**config.mk**
```make
export PLATFORM = sky130hd
export DESIGN_NAME = icfg_port
export DESIGN_NICKNAME = d
export VERILOG_FILES = /design/src/hdl/icfg_pkg.sv /design/src/hdl/icfg_nvm_seq.sv /design/src/hdl/icfg_port.sv
export SDC_FILE = /design/constraint.sdc
export NUM_CORES = 1
export LEC_CHECK = 0
export BUFFER_PORTS_ARGS = -buffer_cell sky130_fd_sc_hd__buf_2
export CAP_MARGIN = 20
export CORE_MARGIN = 1
export CORE_UTILIZATION = 50
export CTS_CLUSTER_SIZE = 24
export DETAILED_ROUTE_END_ITERATION = 8
export PLACE_DENSITY = 0.72
export SETUP_SLACK_MARGIN = 0.1
export SLEW_MARGIN = 15
export SYNTH_ARGS = -nofsm -noshare
export SYNTH_HDL_FRONTEND = slang
export SYNTH_SLANG_ARGS = --single-unit
export TNS_END_PERCENT = 100
```
**constraint.sdc**
```tcl
create_clock -name CLOCK_I -period 2.7 [get_ports CLOCK_I]
set_input_delay 0.27 -clock CLOCK_I [delete_from_list [all_inputs] [get_ports CLOCK_I]]
set_output_delay 0.27 -clock CLOCK_I [all_outputs]
set_load 0.01 [all_outputs]
```
**src/hdl/icfg_pkg.sv**
```systemverilog
/*
 Shared constants and carrier types for the two-wire configuration port
 with its bus-hang watchdog and non-volatile store/restore sequencer.
 Assumes a single 50 MHz system clock for all users of this package.
*/
package icfg_pkg;

   // System clock rate and the watchdog periods in milliseconds.
   localparam int unsigned CLK_HZ = 50_000_000;
   localparam int unsigned WD_SHORT_MS = 30;
   localparam int unsigned WD_P0_MS = 800;
   localparam int unsigned WD_P1_MS = 1600;
   localparam int unsigned WD_SHORT_CYC = CLK_HZ / 1000 * WD_SHORT_MS;
   localparam int unsigned WD_P0_CYC = CLK_HZ / 1000 * WD_P0_MS;
   localparam int unsigned WD_P1_CYC = CLK_HZ / 1000 * WD_P1_MS;
   localparam int WD_CNT_W = 27;

   // Target address: fixed upper bits, strap supplies the low two.
   localparam logic [6:0] TGT_ADDR_BASE = 7'h20;
   localparam logic [1:0] STRAP_WAIT = 2'h3;

   // Register offsets.
   localparam logic [7:0] OFS_WATCHDOG = 8'hdf;
   localparam logic [7:0] OFS_NV_STATUS = 8'hec;
   localparam logic [7:0] OFS_SAVE_CMD = 8'hed;
   localparam logic [7:0] OFS_RAIL_SEL = 8'hef;
   localparam logic [7:0] OFS_PART = 8'hfb;
   localparam logic [7:0] OFS_VARIANT = 8'hfc;

   // Field positions, reset values and masks.
   localparam int WD_HANG_BIT = 7;
   localparam int WD_EN_BIT = 1;
   localparam int WD_PER_BIT = 0;
   localparam logic [1:0] WD_CFG_RST = 2'h3;
   localparam logic [7:0] RAIL_SEL_RST = 8'h03;
   localparam logic [7:0] RAIL_SEL_MASK = 8'h07;
   localparam logic [7:0] ZERO_BYTE = 8'h00;

   // Selector values: common settings and the three rails.
   localparam logic [7:0] RAIL_COMMON = 8'h02;
   localparam logic [7:0] RAIL_A = 8'h03;
   localparam logic [7:0] RAIL_B = 8'h04;
   localparam logic [7:0] RAIL_C = 8'h05;

   // Store/restore command codes.
   localparam logic [7:0] CMD_RESTORE = 8'h66;
   localparam logic [7:0] CMD_STORE = 8'haa;

   // Request towards the non-volatile memory macro.
   typedef struct packed {
      logic req;
      logic write;
      logic [7:0] data;
   } icfg_nvm_req_t;

   // Answer from the non-volatile memory macro.
   typedef struct packed {
      logic ack;
      logic [7:0] data;
      logic [1:0] check_fail;
      logic store_allow;
   } icfg_nvm_rsp_t;

endpackage : icfg_pkg

```
**src/hdl/icfg_nvm_seq.sv**
```systemverilog
/*
 Store/restore sequencer: runs the power-up restore, decodes host
 commands and keeps the non-volatile status byte.
 Assumes the memory macro answers each held request with a one-cycle
 acknowledge on the same clock.
*/
`timescale 1ns/1ps
`default_nettype none
module icfg_nvm_seq
   import icfg_pkg::*;
(
   // Clock and reset.
   input wire logic clk_i,
   input wire logic rst_n_i,
   // Command from the register file.
   input wire logic cmd_stb_i,
   input wire logic [7:0] cmd_code_i,
   input wire logic [1:0] cur_cfg_i,
   // Memory macro.
   input wire icfg_pkg::icfg_nvm_rsp_t rsp_i,
   output icfg_pkg::icfg_nvm_req_t req_o,
   // Results.
   output logic [7:0] status_o,
   output logic load_o,
   output logic [1:0] load_cfg_o,
   output logic [1:0] dflt_o
);

   typedef enum logic [3:0] {
      SQ_BOOT = 4'b0001,
      SQ_IDLE = 4'b0010,
      SQ_REST = 4'b0100,
      SQ_STOR = 4'b1000
   } icfg_seq_t;

   icfg_seq_t st_r;
   logic rest_done_r, stor_done_r;
   logic [1:0] fail_r;

   // Command decode; undefined codes match neither.
   wire is_rest = cmd_stb_i && (cmd_code_i == CMD_RESTORE);
   wire is_stor = cmd_stb_i && (cmd_code_i == CMD_STORE);

   // Status byte assembled from the sequencer's flops and the memory's store_allow.
   assign status_o = {rest_done_r, stor_done_r, rsp_i.store_allow,
                      st_r == SQ_REST, st_r == SQ_STOR,
                      fail_r, |fail_r};

   // The power-up restore reuses the host restore path.
   always_ff @(posedge clk_i or negedge rst_n_i) begin
      if (!rst_n_i) begin
         st_r <= SQ_BOOT;
         rest_done_r <= 1'b0;
         stor_done_r <= 1'b0;
         fail_r <= 2'h0;
         req_o <= '0;
         load_o <= 1'b0;
         load_cfg_o <= WD_CFG_RST;
         dflt_o <= WD_CFG_RST;
      end else begin
         load_o <= 1'b0;
         case (st_r)
            SQ_BOOT, SQ_REST: begin
               req_o <= '{req: 1'b1, write: 1'b0, data: ZERO_BYTE};
               if (rsp_i.ack) begin
                  req_o <= '0;
                  load_o <= 1'b1;
                  load_cfg_o <= rsp_i.data[1:0];
                  dflt_o <= rsp_i.data[1:0];
                  fail_r <= rsp_i.check_fail;
                  rest_done_r <= (st_r == SQ_REST);
                  st_r <= SQ_IDLE;
               end
            end
            SQ_IDLE: begin
               if (is_rest) begin
                  rest_done_r <= 1'b0;
                  stor_done_r <= 1'b0;
                  st_r <= SQ_REST;
               end else if (is_stor && rsp_i.store_allow) begin
                  rest_done_r <= 1'b0;
                  stor_done_r <= 1'b0;
                  req_o <= '{req: 1'b1, write: 1'b1,
                             data: {6'h00, cur_cfg_i}};
                  st_r <= SQ_STOR;
               end
            end
            SQ_STOR: begin
               if (rsp_i.ack) begin
                  req_o <= '0;
                  stor_done_r <= 1'b1;
                  dflt_o <= req_o.data[1:0];
                  st_r <= SQ_IDLE;
               end
            end
            default: st_r <= SQ_IDLE;
         endcase
      end
   end

endmodule : icfg_nvm_seq
`default_nettype wire

```
**src/hdl/icfg_port.sv**
```systemverilog
/*
 Two-wire target configuration port: bit engine, register file,
 bus-hang watchdog and the store/restore sequencer instance.
 Assumes an external open-drain wire built from SDA_OE_O, and a host
 that paces every bit; the serial clock is only ever an input.
*/
`timescale 1ns/1ps
`default_nettype none
// Operation
// - Answer at one of four addresses picked by the strap pins.
// - Never hold the serial clock low; the clock is input only.
// - Work at standard and fast bus rates; host stays within fast mode.
// - Watchdog top bit flags a stalled transaction, zero in normal traffic.
// - Enable clear: 30 ms stall resets only the serial state machine.
// - Enable set: stall past timeout restores watchdog settings and selector to defaults.
// - Period bit picks 800 ms when zero, 1600 ms when one.
// - Watchdog enable and period power-up defaults come from the memory.
// - Status bit 7 marks restore done, bit 6 store done.
// - Status bit 5 shows that a store is currently permitted.
// - Status bit 4 while restoring, bit 3 while storing.
// - Check failures: bit 2 rail group, bit 1 common, bit 0 either.
// - Code 66h restores all storable settings from the memory.
// - Code AAh saves current storable settings as new defaults.
// - Selector 02h common, 03h to 05h rails A to C; default 03h.
// - The selector exposes one channel's register set per value.
module icfg_port
   import icfg_pkg::*;
#(
   parameter int unsigned WD_SHORT = WD_SHORT_CYC,
   parameter int unsigned WD_P0 = WD_P0_CYC,
   parameter int unsigned WD_P1 = WD_P1_CYC,
   parameter logic [7:0] PART_CODE = 8'h5a, // Arbitrary value.
   parameter logic [7:0] VARIANT_CODE = 8'h0c // Arbitrary value.
)
(
   // Clock and reset.
   input wire logic CLOCK_I,
   input wire logic RESETN_I,
   // Serial bus pins and address strap.
   input wire logic SCL_I,
   input wire logic SDA_I,
   output logic SDA_O,
   output logic SDA_OE_O,
   input wire logic [1:0] ADDR_SEL_I,
   // Non-volatile memory macro.
   output icfg_pkg::icfg_nvm_req_t NVM_REQ_O,
   input wire icfg_pkg::icfg_nvm_rsp_t NVM_RSP_I,
   // Selected rail window for the paged register banks.
   output logic [7:0] RAIL_SEL_O
);
   import icfg_pkg::*;

   typedef enum logic [8:0] {
      ST_IDLE = 9'b000000001,
      ST_ADDR = 9'b000000010,
      ST_AACK = 9'b000000100,
      ST_PTR = 9'b000001000,
      ST_PACK = 9'b000010000,
      ST_WR = 9'b000100000,
      ST_WACK = 9'b001000000,
      ST_RD = 9'b010000000,
      ST_RACK = 9'b100000000
   } icfg_state_t;

   // Synchronisers and edge history.
   logic scl_s1_r, scl_s2_r, scl_d_r;
   logic sda_s1_r, sda_s2_r, sda_d_r;
   logic [1:0] strap_s1_r, strap_s2_r;
   logic [1:0] strap_cnt_r;
   logic [6:0] my_addr_r;

   // Bit engine.
   icfg_state_t st_r;
   logic [3:0] bit_cnt_r;
   logic [7:0] shift_r, tx_r, ptr_r;
   logic rw_r, nack_r, oe_r, busy_r;

   // Register file and write strobe.
   logic wr_stb_r;
   logic [7:0] wr_ofs_r, wr_dat_r;
   logic [1:0] wd_cfg_r;
   logic hang_r;
   logic [7:0] rail_r;

   // Watchdog.
   logic [WD_CNT_W-1:0] wd_cnt_r;

   // Sequencer links.
   logic [7:0] nv_status;
   logic seq_load;
   logic [1:0] seq_cfg, seq_dflt;

   // Read bytes for the current offset and for the one after it.
   logic [7:0] rd_byte, rd_follow;

   // Register read decode; used for the first and every following byte.
   function automatic logic [7:0] rd_mux(input logic [7:0] ofs);
      if (ofs == OFS_WATCHDOG)
         rd_mux = {hang_r, 5'h00, wd_cfg_r};
      else if (ofs == OFS_NV_STATUS)
         rd_mux = nv_status;
      else if (ofs == OFS_RAIL_SEL)
         rd_mux = rail_r;
      else if (ofs == OFS_PART)
         rd_mux = PART_CODE;
      else if (ofs == OFS_VARIANT)
         rd_mux = VARIANT_CODE;
      else
         rd_mux = ZERO_BYTE; // Command register is write-only.
   endfunction : rd_mux

   // Bus conditions, all taken from the second synchroniser stage on.
   wire scl_rise = scl_s2_r && !scl_d_r;
   wire scl_fall = !scl_s2_r && scl_d_r;
   wire bus_start = scl_s2_r && scl_d_r && sda_d_r && !sda_s2_r;
   wire bus_stop = scl_s2_r && scl_d_r && !sda_d_r && sda_s2_r;
   wire byte_end = scl_fall && (bit_cnt_r == 4'h8);
   wire [7:0] ptr_inc = ptr_r + 8'h01;
   wire addr_hit = (shift_r[7:1] == my_addr_r);

   // Kept in a process so the mux follows every register that it reads,
   // not only its offset argument.
   always_comb begin
      rd_byte = rd_mux(ptr_r);
      rd_follow = rd_mux(ptr_inc);
   end

   // Watchdog limit and expiry.
   wire wd_en = wd_cfg_r[WD_EN_BIT];
   wire [WD_CNT_W-1:0] wd_lim = !wd_en ? WD_CNT_W'(WD_SHORT - 1) :
      wd_cfg_r[WD_PER_BIT] ? WD_CNT_W'(WD_P1 - 1) :
      WD_CNT_W'(WD_P0 - 1);
   wire wd_fire = busy_r && (wd_cnt_r == wd_lim);
   wire wd_full = wd_fire && wd_en;

   // Register write decode.
   wire wr_wd = wr_stb_r && (wr_ofs_r == OFS_WATCHDOG);
   wire wr_rail = wr_stb_r && (wr_ofs_r == OFS_RAIL_SEL);
   wire wr_cmd = wr_stb_r && (wr_ofs_r == OFS_SAVE_CMD);

   // The pin is open drain, so the driven level is always low.
   assign SDA_O = 1'b0;
   assign SDA_OE_O = oe_r;
   assign RAIL_SEL_O = rail_r;

   // Two-flop synchronisers; sampling at 50 MHz leaves wide margin at
   // fast-mode rates, and the third stage only feeds edge detection.
   always_ff @(posedge CLOCK_I or negedge RESETN_I) begin
      if (!RESETN_I) begin
         {scl_s1_r, scl_s2_r, scl_d_r} <= 3'h7;
         {sda_s1_r, sda_s2_r, sda_d_r} <= 3'h7;
      end else begin
         {scl_s1_r, scl_s2_r, scl_d_r} <= {SCL_I, scl_s1_r, scl_s2_r};
         {sda_s1_r, sda_s2_r, sda_d_r} <= {SDA_I, sda_s1_r, sda_s2_r};
      end
   end

   // The strap is loaded on the first three clocks after release; the last load, when the sync has settled, is kept.
   always_ff @(posedge CLOCK_I or negedge RESETN_I) begin
      if (!RESETN_I) begin
         strap_s1_r <= 2'h0;
         strap_s2_r <= 2'h0;
         strap_cnt_r <= 2'h0;
         my_addr_r <= TGT_ADDR_BASE;
      end else begin
         strap_s1_r <= ADDR_SEL_I;
         strap_s2_r <= strap_s1_r;
         if (strap_cnt_r != STRAP_WAIT) begin
            strap_cnt_r <= strap_cnt_r + 2'h1;
            my_addr_r <= TGT_ADDR_BASE | {5'h00, strap_s2_r};
         end
      end
   end

   // Bus-busy window and stall counter; any clock edge restarts it.
   always_ff @(posedge CLOCK_I or negedge RESETN_I) begin
      if (!RESETN_I) begin
         busy_r <= 1'b0;
         wd_cnt_r <= '0;
      end else begin
         if (bus_stop || wd_fire)
            busy_r <= 1'b0;
         else if (bus_start)
            busy_r <= 1'b1;
         if (!busy_r || scl_rise || scl_fall || bus_start)
            wd_cnt_r <= '0;
         else
            wd_cnt_r <= wd_cnt_r + WD_CNT_W'(1);
      end
   end

   // Serial bit engine. The clock line is never driven, so there is no
   // stretching; the host alone paces bits and bytes.
   always_ff @(posedge CLOCK_I or negedge RESETN_I) begin
      if (!RESETN_I) begin
         st_r <= ST_IDLE;
         bit_cnt_r <= 4'h0;
         shift_r <= ZERO_BYTE;
         tx_r <= ZERO_BYTE;
         ptr_r <= ZERO_BYTE;
         rw_r <= 1'b0;
         nack_r <= 1'b0;
         oe_r <= 1'b0;
         wr_stb_r <= 1'b0;
         wr_ofs_r <= ZERO_BYTE;
         wr_dat_r <= ZERO_BYTE;
      end else begin
         wr_stb_r <= 1'b0;
         if (wd_fire || bus_stop) begin
            st_r <= ST_IDLE;
            oe_r <= 1'b0;
         end else if (bus_start) begin
            st_r <= ST_ADDR;
            bit_cnt_r <= 4'h0;
            oe_r <= 1'b0;
         end else begin
            case (st_r)
               ST_ADDR, ST_PTR, ST_WR: begin
                  if (scl_rise) begin
                     shift_r <= {shift_r[6:0], sda_s2_r};
                     bit_cnt_r <= bit_cnt_r + 4'h1;
                  end else if (byte_end) begin
                     bit_cnt_r <= 4'h0;
                     if (st_r == ST_ADDR) begin
                        oe_r <= addr_hit;
                        rw_r <= shift_r[0];
                        st_r <= addr_hit ? ST_AACK : ST_IDLE;
                     end else if (st_r == ST_PTR) begin
                        ptr_r <= shift_r;
                        oe_r <= 1'b1;
                        st_r <= ST_PACK;
                     end else begin
                        wr_stb_r <= 1'b1;
                        wr_ofs_r <= ptr_r;
                        wr_dat_r <= shift_r;
                        oe_r <= 1'b1;
                        st_r <= ST_WACK;
                     end
                  end
               end
               ST_AACK: begin
                  if (scl_fall && rw_r) begin
                     tx_r <= rd_byte;
                     oe_r <= !rd_byte[7];
                     bit_cnt_r <= 4'h1;
                     st_r <= ST_RD;
                  end else if (scl_fall) begin
                     oe_r <= 1'b0;
                     st_r <= ST_PTR;
                  end
               end
               ST_PACK, ST_WACK: begin
                  if (scl_fall) begin
                     oe_r <= 1'b0;
                     if (st_r == ST_WACK)
                        ptr_r <= ptr_inc;
                     st_r <= ST_WR;
                  end
               end
               ST_RD: begin
                  if (byte_end) begin
                     oe_r <= 1'b0;
                     bit_cnt_r <= 4'h0;
                     st_r <= ST_RACK;
                  end else if (scl_fall) begin
                     tx_r <= {tx_r[6:0], 1'b0};
                     oe_r <= !tx_r[6];
                     bit_cnt_r <= bit_cnt_r + 4'h1;
                  end
               end
               ST_RACK: begin
                  if (scl_rise)
                     nack_r <= sda_s2_r;
                  else if (scl_fall && nack_r)
                     st_r <= ST_IDLE;
                  else if (scl_fall) begin
                     ptr_r <= ptr_inc;
                     tx_r <= rd_follow;
                     oe_r <= !rd_follow[7];
                     bit_cnt_r <= 4'h1;
                     st_r <= ST_RD;
                  end
               end
               default: st_r <= ST_IDLE;
            endcase
         end
      end
   end

   // Register file. A full watchdog reset wins over everything and
   // returns the stored defaults; the hang flag survives it.
   always_ff @(posedge CLOCK_I or negedge RESETN_I) begin
      if (!RESETN_I) begin
         wd_cfg_r <= WD_CFG_RST;
         rail_r <= RAIL_SEL_RST;
      end else if (wd_full) begin
         wd_cfg_r <= seq_dflt;
         rail_r <= RAIL_SEL_RST;
      end else if (seq_load) begin
         wd_cfg_r <= seq_cfg;
      end else begin
         if (wr_wd)
            wd_cfg_r <= wr_dat_r[1:0];
         if (wr_rail)
            rail_r <= wr_dat_r & RAIL_SEL_MASK;
      end
   end

   // Hang flag: set by the watchdog, cleared when a live transaction ends
   // with a stop. Clearing at the start would hide it from the very read
   // that asks for it. The set wins if both arrive together.
   always_ff @(posedge CLOCK_I or negedge RESETN_I) begin
      if (!RESETN_I)
         hang_r <= 1'b0;
      else if (wd_fire)
         hang_r <= 1'b1;
      else if (bus_stop && busy_r)
         hang_r <= 1'b0;
   end

   // Store/restore sequencer; command codes are filtered inside.
   icfg_nvm_seq u_seq (
      .clk_i(CLOCK_I),
      .rst_n_i(RESETN_I),
      .cmd_stb_i(wr_cmd),
      .cmd_code_i(wr_dat_r),
      .cur_cfg_i(wd_cfg_r),
      .rsp_i(NVM_RSP_I),
      .req_o(NVM_REQ_O),
      .status_o(nv_status),
      .load_o(seq_load),
      .load_cfg_o(seq_cfg),
      .dflt_o(seq_dflt)
   );

endmodule : icfg_port
`default_nettype wire

```
## After elaboration in Yosys (flattened, before gate mapping)

Index checks and enable logic that the tools add are counted.

| word-level totals | value |
|---|---|
| register bits after elaboration | 132 |
| input bits | 18 |

| operators by class | value |
|---|---|
| $add $sub $neg | 4 |
| equality and inequality tests | 66 |
| multiplexer cells | 105 |
| bitwise logic cells | 5 |
| reduce and logical (&&, ||, !) cells | 64 |

Operators with widths:

| cell | number |
|---|---|
| two-way mux 8 bit | 18 |
| == test 8 bit (second input constant) | 14 |
| two-way mux 9 bit | 11 |
| two-way mux 27 bit | 3 |
| two-way mux 7 bit | 10 |
| two-way mux 4 bit | 14 |
| case mux 9 bit (5 select lines) | 1 |
| two-way mux 10 bit | 4 |
| inequality test 4 bit (second input constant) | 9 |
| inequality test 2 bit (second input constant) | 17 |
| case mux 10 bit (3 select lines) | 1 |
| two-way mux 1 bit | 29 |
| adder 27 x 1 -> 27 bit (second input constant) | 1 |
| == test 27 bit | 1 |
| case mux 8 bit (3 select lines) | 1 |
| case mux 7 bit (3 select lines) | 1 |
| AND reduction 7 bit | 3 |
| logical AND 1 bit | 19 |
| case mux 4 bit (4 select lines) | 1 |
| inequality test 5 bit (second input constant) | 3 |
| inequality test 3 bit (second input constant) | 4 |
| AND reduction 12 bit | 1 |
| AND reduction 4 bit | 3 |
| nonzero test 2 bit | 6 |
| 38 further kinds | 69 |

## Depth between registers and ports, before layout

Gate-level depths: netlist of the first run.

| depth | value |
|---|---|
| depth after elaboration | 14 |
| gate-level depth with buffers | 9 |
| gate-level depth less buffers | 8 |

## Hierarchy

Synthesis of the first run repeated with hierarchy kept, for this count alone.

| unflattened totals | value |
|---|---|
| cell total of the unflattened synthesis | 743 |
| area, all modules | 7190.6 um2 |

By module, submodules not included:

| module | instances | cells an instance | area an instance (um2) | sequential area each (um2) |
|---|---|---|---|---|
| icfg_port | 1 | 656 | 6229.7 | 2616.3 |
| icfg_nvm_seq | 1 | 87 | 960.9 | 431.7 |

## Least setup slack after synthesis of the first run

No wires, ideal clock.

| path | value |
|---|---|
| kind | flip-flop to flip-flop |
| start | reg st_r[8] |
| end | reg wr_ofs_r[4] |
| arrival time | 2.228 ns |
| required time | 2.572 ns |
| setup slack | 0.345 ns |
| stages on the path, launching flop included | 9 |
| period minus slack after synthesis | 2.355 ns |
| cells stage by stage | dfrtp_1 buf_6 nor4_4 nand2_2 nor4b_2 nand2_1 nor4_4 buf_6 mux2_1 |

| on the way | value |
|---|---|
| longest elaborated chain between the ends | 3 |
| elaborated cells between the ends (all ways) | 7 |
| those cells by class | eq/ne: 3; bitwise: 2; reduce/logical: 2 |

Ends and longest elaborated chain:

| what | RTL line | text |
|---|---|---|
| start: declaration | icfg_port.sv:73 | `icfg_state_t st_r;` |
| start signal: assignment | icfg_port.sv:227 | `st_r <= addr_hit ? ST_AACK : ST_IDLE;` |
| == test 9 x 2 -> 1 bit, or another cell as far along | icfg_port.sv:217, icfg_port.sv:224 |  |
| OR reduction 3 bit / NOT 1 bit (equally long branches) | - |  |
| AND reduction 7 bit (no line) (*) | - |  |
| end signal: assignment | icfg_port.sv:234 | `wr_ofs_r <= ptr_r;` |
| end: declaration | icfg_port.sv:80 | `logic [7:0] wr_ofs_r, wr_dat_r;` |

Every way passes the cells marked *; elsewhere a longest branch is shown, timed or not.
A chain may end at the register's enable or synchronous reset.

## Worst setup path in the final report of the first run

| path | value |
|---|---|
| start | reg st_r[8] |
| end | reg ptr_r[2] |

| on the way | value |
|---|---|
| longest elaborated chain between the ends | 4 |
| elaborated cells between the ends (all ways) | 20 |
| those cells by class | eq/ne: 15; mux: 1; reduce/logical: 4 |

Ends and longest elaborated chain:

| what | RTL line | text |
|---|---|---|
| == test 9 x 2 -> 1 bit, or another cell as far along | icfg_port.sv:217, icfg_port.sv:224 |  |
| OR reduction 3 bit / OR reduction 2 bit (equally long branches) | icfg_port.sv:217 | `case (st_r)` |
| inequality test 2 bit (no line) / nonzero test 3 bit (equally long branches) | - |  |
| AND reduction 12 bit (no line) | - |  |
| end signal: assignment | icfg_port.sv:229 | `ptr_r <= shift_r;` |
| end signal: assignment | icfg_port.sv:256 | `ptr_r <= ptr_inc;` |
| end signal: assignment | icfg_port.sv:277 | `ptr_r <= ptr_inc;` |
| end: declaration | icfg_port.sv:75 | `logic [7:0] shift_r, tx_r, ptr_r;` |

Several ways; a longest one is shown, not always the timed one.

==> metrics.cfg, run 1 <==
[die]
pin_count=38
core-area_sq_um=13830
die_h_microns=120.7
initial_core_util_pct=50.96
die_x_microns=120.7
row_count=43
die_area_sq_um=14570

[critical_path]
endpoint_kind=register
rr_worst_depth=6
r2r_setup_slack_ns=0.22
crit_slowest_cell=or4_4
cp_top_family=simple AND/OR/NAND/NOR gates
required_ns=3.01
worst_r2r_endpoint=ptr_r[2]$_DFFE_PN0P_
critical_path_class=reg -> reg
critPathMaxFanout=10
cp_slowest_stage_delay_ns=0.60
crit_path_start_kind=register
startpoint=st_r[8]$_DFFE_PN0P_
crit_chain=or4_4 > o22ai_4 > a31oi_4 > nor3_4 > nand4_4 > a221o_1
arrival_ns=2.79
r2r-start=st_r[8]$_DFFE_PN0P_
worst-path-buf-inv=0

[cts]
cts_tree=yes
cts-root-buf=clkbuf_16
cts_sinks=121
cts-buffers-inserted=17
clk_pin_slew_ns=0.06
insertion_delay_ns=0.42
htreeDepth=4
clock_path_buffers=2

[hold_path]
min_delay_worst_endpoint=u_seq.fail_r[1]$_DFFE_PN0P_
hold_path_class=in -> reg
hold_path.startpoint=NVM_RSP_I[2]
holdPathStages=3

[grt]
grt_start_max_net_pins=122
antenna_found_initial=0
track_usage_pct=25.72
grt_pass1_vias=5695
gr-total-overflow=0
grt_first_pass_wirelength_mm=29.07

[synthesis]
ys_seq_area_share_pct=43.25
synth_edf_count=0
synth_ff_type=dfrtp_1
synthArstFlopShare_pct=100.0
synth_cells=724
ys_types=82
ys_seq_elements=121
syn-cell-area_sq_um=7047
yosysWarningCount=0
avgSynthCellArea_sq_um=9.733

[detailed_routing]
ant_nets=0
finalWirelength_mm=17.52
viasPerCell=6.145
dr_total_vias=5930
post_drt_wl_per_cell_microns=18.16
drtIter0Drc=428
firstDrtPassIters=9
drc=2

[placed_design]
io_buffers=19
dp.cells=928
placed_area_sq_um=7462
dp.final_hpwl_mm=12.50
place.gp.congestion=0.8827

[finish]
diodes=0
final_common_cell=dfrtp_1
nFillCells=1156
postLayoutCellArea_sq_um=8157
drive_gt1_share_pct=19.87
final_cell_mix=dfrtp_1, nor2_1, nand2_1, buf_4, nand3_1
nets=798
fin_cells=965
area_growth_pct=15.75
regArea_sq_um=3049
multiInputGateArea_sq_um=3776

[timing]
min_period_ns=2.484
finalMaxSlewViolations=0
hold_viol=0
setup_violations=0
post-route-period-util_pct=92.01
tightest_slew_ns=0.7156
rsz0062_at_grt=yes
finalClockSkew_ns=0.009593
slew_headroom_pct=50.93
tns_ns=0
max_freq_mhz=402.5

[pwr]
p_per_area_nw_per_um2=527.1
leakagePower_nw=3.488
vdd_drop_max_uv=524.5

[run_status]
failed_checks=DRC
outcome=complete, but fails checks

[run]
drv_cap=0

worst min-delay path: stages:
cell     delay, ns
buf_2         0.08
nand2_1       0.04
nand2_1       0.05
kinds of logic after synthesis:
logic type | Yosys count | synth area share (%)
XOR/XNOR | 38 | 4.723
AO/OA/AOI/OAI | 131 | 13.30
multiplexers | 55 | 8.363
AND/OR/NAND/NOR | 311 | 24.47
adder cells (fa/ha/maj) | 8 | 1.421
flip-flops | 121 | 43.25
other | 1 | 0.05322
buffers and inverters | 59 | 4.421
per-layer routing:
metal	part of all wire [%]	track usage, %
met1	44	33.89
met4	2.7	10.26
met5	0	0
met2	49	41.52
met3	4.9	5.189
through the flow:
step	worst slack, ns	total power (W)	utilization, %	hold WS, ns
2_1_floorplan	0.3446	0.001980	-	-0.02559
3_3_place_gp	0.2100	0.002044	53.97	0.3319
3_5_place_dp	0.1351	0.002052	53.97	0.3370
4_1_cts	0.1286	0.004333	58.64	0.04315
5_1_grt	0.03837	0.004430	58.99	0.04399
6_report	0.2158	0.004300	58.99	0.05126
flip-flops by register name, indices dropped and copies added, names as in the netlist, 3 cells and up:
register and flops:
u_seq.st_r 4, u_seq.req_o 4, wr_dat_r 8, bit_cnt_r 4, RAIL_SEL_O 3, wd_cnt_r 27
st_r 9, shift_r 8, tx_r 7, ptr_r 8, wr_ofs_r 8
cell usage after synthesis (all sizes together), types with 5 or more instances:
master / count / share of area, %
xnor2: 12 / 1.5
or4: 8 / 0.91
nand4: 16 / 1.6
nand3b: 5 / 0.53
xor2: 26 / 3.2
nor2b: 10 / 0.89
o21a: 5 / 0.55
buf: 25 / 2.6
mux2: 31 / 5.0
nor3: 28 / 2.3
a31oi: 18 / 1.8
clkbuf: 18 / 0.96
ha: 8 / 1.4
nor3b: 6 / 0.64
inv: 16 / 0.85
nand2b: 6 / 0.53
mux2i: 24 / 3.4
a32oi: 5 / 0.62
nor4: 18 / 2.1
o21ai: 24 / 1.8
nand2: 66 / 3.6
a21oi: 23 / 1.7
dfrtp: 105 / 37
a211oi: 5 / 0.53
nand3: 27 / 1.9
nor2: 74 / 4.0
and3b: 5 / 0.62
and3: 13 / 1.2
o211ai: 8 / 0.85
dfstp: 16 / 6.0
or3: 7 / 0.62
worst max path at each step:
stage,to,slack [ns],depth (start not counted)
after floorplan,wr_ofs_r[4]$_DFFE_PN0P_,0.34,8
after global placement,ptr_r[2]$_DFFE_PN0P_,0.21,6
after detailed placement,ptr_r[2]$_DFFE_PN0P_,0.14,6
after CTS,ptr_r[2]$_DFFE_PN0P_,0.13,6
after global routing,bit_cnt_r[3]$_DFFE_PN0P_,0.04,8
final,ptr_r[2]$_DFFE_PN0P_,0.22,6
area by class of cell:
type                    instances  area share (%)
inverters                      16          0.7363
repair buffers                 61           5.522
multi-input cells             555           46.30
clock buffers                  19           5.553
well taps                     180           2.761
clock inverters                13           1.749
flip-flops and latches        121           37.38
what timing repair did:
item / CTS / global route
hold endpoints to repair: 95 / 0
setup buffers: 0 / 0
resized for setup: 0 / 10
hold buffers: 5 / 0
setup endpoints to repair: 0 / 27
where the power goes:
group	internal (W)	total [W]	switching, W
Clock	0.00141	0.00227	0.000862
Sequential	0.00184	0.00187	0.0000248
Combinational	0.0000527	0.000160	0.000107
Total	0.00331	0.00430	0.000993
No activity file was read; power rests on OpenSTA's default activity.
==> inputs of run 2 (changes only) <==
Settings changed: ABC_AREA from default to 1, PLACE_DENSITY 0.72 to 0.75.
Clock period 2.7 ns to 2.28 ns, I/O delays scaled along.
==> run 2 against run 1 <==
  * The flow now finishes without violations
  * Utilization is 0.39 points lower
  * Register-to-register slack hardly changed
  * Non-clock buffer count is 25 lower
  * Combinational power is 38% higher
  * Via count is 8.3% higher
  * Worst hold slack worse by 0.013 ns
  * Largest cell class unchanged
==> metrics.cfg, run 2 <==
[timing]
finalClockSkew_ns=0.007162  ; was 0.009593 ns
rsz0062_at_grt=yes  ; unchanged
tns_ns=0  ; unchanged
min_period_ns=2.059  ; was 2.484 ns
hold_viol=0  ; unchanged
setup_violations=0  ; unchanged
post-route-period-util_pct=90.32  ; was 92.01%
finalMaxSlewViolations=0  ; unchanged
max_freq_mhz=485.6  ; was 402.5 MHz

[cts]
cts-root-buf=clkbuf_16  ; unchanged
clock_path_buffers=2  ; unchanged
htreeDepth=4  ; unchanged
cts-buffers-inserted=17  ; unchanged
clk_pin_slew_ns=0.06  ; about the same
insertion_delay_ns=0.42  ; about the same
cts_tree=yes  ; unchanged
cts_sinks=121  ; unchanged

[synthesis]
ys_seq_area_share_pct=42.28  ; was 43.25%
synth.top_cell.area_share_pct=36.45  ; was 37.29%
yosysWarningCount=0  ; unchanged
synthArstFlopShare_pct=100.0  ; unchanged
synth.most_common_cell=nand2_1  ; was dfrtp_1
synth_ff_type=dfrtp_1  ; unchanged
ys_top_cells_by_area=dfrtp_1, nand2_1, inv_1  ; was dfrtp_1, dfstp_2, nor2_1
synth_common_cells=nand2_1, inv_1, dfrtp_1  ; was dfrtp_1, nor2_1, nand2_1
ys_seq_elements=121  ; unchanged
avgSynthCellArea_sq_um=7.423  ; was 9.733 sq um
synth_edf_count=0  ; unchanged
synth_cells=971  ; was 724
yosys.area.top_type=dfrtp_1  ; unchanged
syn-cell-area_sq_um=7208  ; was 7047 sq um
ys_types=48  ; was 82

[finish]
area_growth_pct=13.73  ; was 15.75%
nFillCells=1249  ; was 1156
largest_reg_flops=27  ; unchanged
fin_cells=1205  ; was 965
final_cell_mix=nand2_1, inv_1, dfrtp_1, nor2_1, o21ai_0  ; was dfrtp_1, nor2_1, nand2_1, buf_4, nand3_1
largestRegisters=wd_cnt_r x27, st_r x9  ; unchanged
diodes=0  ; unchanged
drive_gt1_share_pct=16.10  ; was 19.87%
multiInputGateArea_sq_um=3566  ; was 3776 sq um
top_register=wd_cnt_r  ; unchanged
regArea_sq_um=3052  ; was 3049 sq um
final_common_cell=nand2_1  ; was dfrtp_1
nets=1038  ; was 798

[critical_path]
rr_worst_depth=12  ; was 6
arrival_ns=2.36  ; was 2.79 ns
critPathMaxFanout=10  ; unchanged
crit_path_start_kind=register  ; unchanged
endpoint_kind=register  ; unchanged
required_ns=2.58  ; was 3.01 ns
critical_path_class=reg -> reg  ; unchanged

[detailed_routing]
viasPerCell=5.331  ; was 6.145
finalWirelength_mm=17.57  ; was 17.52 mm
dr_total_vias=6424  ; was 5930
firstDrtPassIters=5  ; was 9
drc=0  ; was 2
post_drt_wl_per_cell_microns=14.58  ; was 18.16 microns
drtIter0Drc=489  ; was 428
ant_nets=0  ; unchanged

[pwr]
p_per_area_nw_per_um2=633.9  ; was 527.1 nW/um^2
vdd_drop_max_uv=452.1  ; was 524.5 uV
leakagePower_nw=3.871  ; was 3.488 nW

[grt]
grt_pass1_vias=6001  ; was 5695
grt_start_max_net_pins=50  ; was 122
gr-total-overflow=0  ; unchanged
track_usage_pct=25.82  ; was 25.72%
grt_first_pass_wirelength_mm=29.73  ; was 29.07 mm
antenna_found_initial=0  ; unchanged

[placed_design]
dp.final_hpwl_mm=13.06  ; was 12.50 mm
io_buffers=19  ; unchanged
place.gp.congestion=0.9885  ; was 0.8827
dp.cells=1165  ; was 928

[die]
core-area_sq_um=13990  ; was 13830 sq um
die_h_microns=122.1  ; was 120.7 microns
initial_core_util_pct=51.53  ; was 50.96%
die_area_sq_um=14900  ; was 14570 sq um
row_count=43  ; unchanged
die_x_microns=122.1  ; was 120.7 microns
pin_count=38  ; unchanged

[hold_path]
hold_path_class=in -> reg  ; unchanged
holdPathStages=3  ; unchanged

[run]
drv_cap=0  ; unchanged

[run_status]
outcome=complete, no violations  ; was complete, but fails checks

run 2: cell count changes after synthesis, moves of 15 or more:
cell / delta
o21ai_1: +25
clkbuf_1: -15
xor2_1: -21
nand2_1: +190
inv_1: +98
nor2_1: +31
mux2i_1: -23
nand3_1: +30
o21ai_0: +41
mux2_2: -19
run 2: routing by layer:
metal  wire length [microns]  global-route usage, %
met1                    7856                  34.09
met2                    8608                  43.15
met3                     951                  5.056
met4                     155                  6.860
met5                       0                      0
run 2: layout make-up:
| type | instances | share of cell area (%) |
|---|---|---|
| Timing Repair Buffer | 36 | 3.236 |
| Multi-Input combinational cell | 708 | 43.50 |
| Tap cell | 180 | 2.747 |
| Clock buffer | 18 | 5.235 |
| Inverter | 128 | 5.922 |
| Clock inverter | 14 | 2.137 |
| Sequential cell | 121 | 37.23 |
run 2: report_power, final:
part | leakage [nW] | internal (W) | total [W] | switching, W
logic | 2.01 | 0.0000666 | 0.000221 | 0.000155
clock network | 0.286 | 0.00172 | 0.00274 | 0.00102
registers | 1.58 | 0.00220 | 0.00223 | 0.0000359
run 2: metrics by stage:
step	setup WS, ns	instance area (sq um)	hold WS, ns	util, %	power, W
after floorplan	0.4892	7249	-0.06759	-	0.002384
after global placement	0.1673	7488	0.1890	53.53	0.002477
after detailed placement	0.09203	7488	0.1962	53.53	0.002482
after CTS	0.1763	8155	0.02692	58.30	0.005233
after global routing	0.06647	8198	0.04330	58.60	0.005378
final	0.2207	8198	0.03799	58.60	0.005196
run 2: logic make-up (layout without fill, tap and decap cells):
logic type	count (synthesis)	in the layout	share of synthesized area, %
XOR/XNOR	10	10	1.215
AO/OA/AOI/OAI	144	144	10.74
adder cells (fa/ha/maj)	8	8	1.389
buffers and inverters	153	196	9.182
multiplexers	4	4	0.6075
AND/OR/NAND/NOR	530	530	34.53
flip-flops	121	121	42.28
other	1	12	0.05202
run 2: repair_timing:
item / in CTS / in global routing
setup buffers: 0 / 2
endpoints found under the setup margin: 8 / 21
gates resized for setup: 1 / 10
hold endpoints to repair: 33 / 0
pin swaps: 0 / 2
hold buffers: 6 / 0
run 2: worst max-delay path, stage by stage, from the launching register on:
cell and delay, ns:
dfrtp_1 0.40, ha_1 0.21, nand2_2 0.09, nor2_1 0.14, nand4_1 0.12, nor2_2 0.19, nand2_4 0.12, nand3_4 0.15
inv_4 0.11, nand2_4 0.12, nand3_4 0.13, nand2_1 0.09, nand2_1 0.06
run 2: worst paths after layout:
path / startpoint / endpoint / slack (ns)
setup / recovery: wd_cnt_r[0]$_DFF_PN0_ / st_r[8]$_DFFE_PN0P_ / 0.22
hold / removal: NVM_RSP_I[3] / u_seq.load_cfg_o[0]$_DFFE_PN1P_ / 0.04
setup reg to reg: wd_cnt_r[0]$_DFF_PN0_ / st_r[8]$_DFFE_PN0P_ / 0.22
hold reg to reg: strap_s1_r[0]$_DFF_PN0_ / strap_s2_r[0]$_DFF_PN0_ / 0.35
max in group asynchronous: RESETN_I / u_seq.dflt_o[1]$_DFFE_PN1P_ / 1.26
min in group asynchronous: RESETN_I / wd_cnt_r[9]$_DFF_PN0_ / 0.30
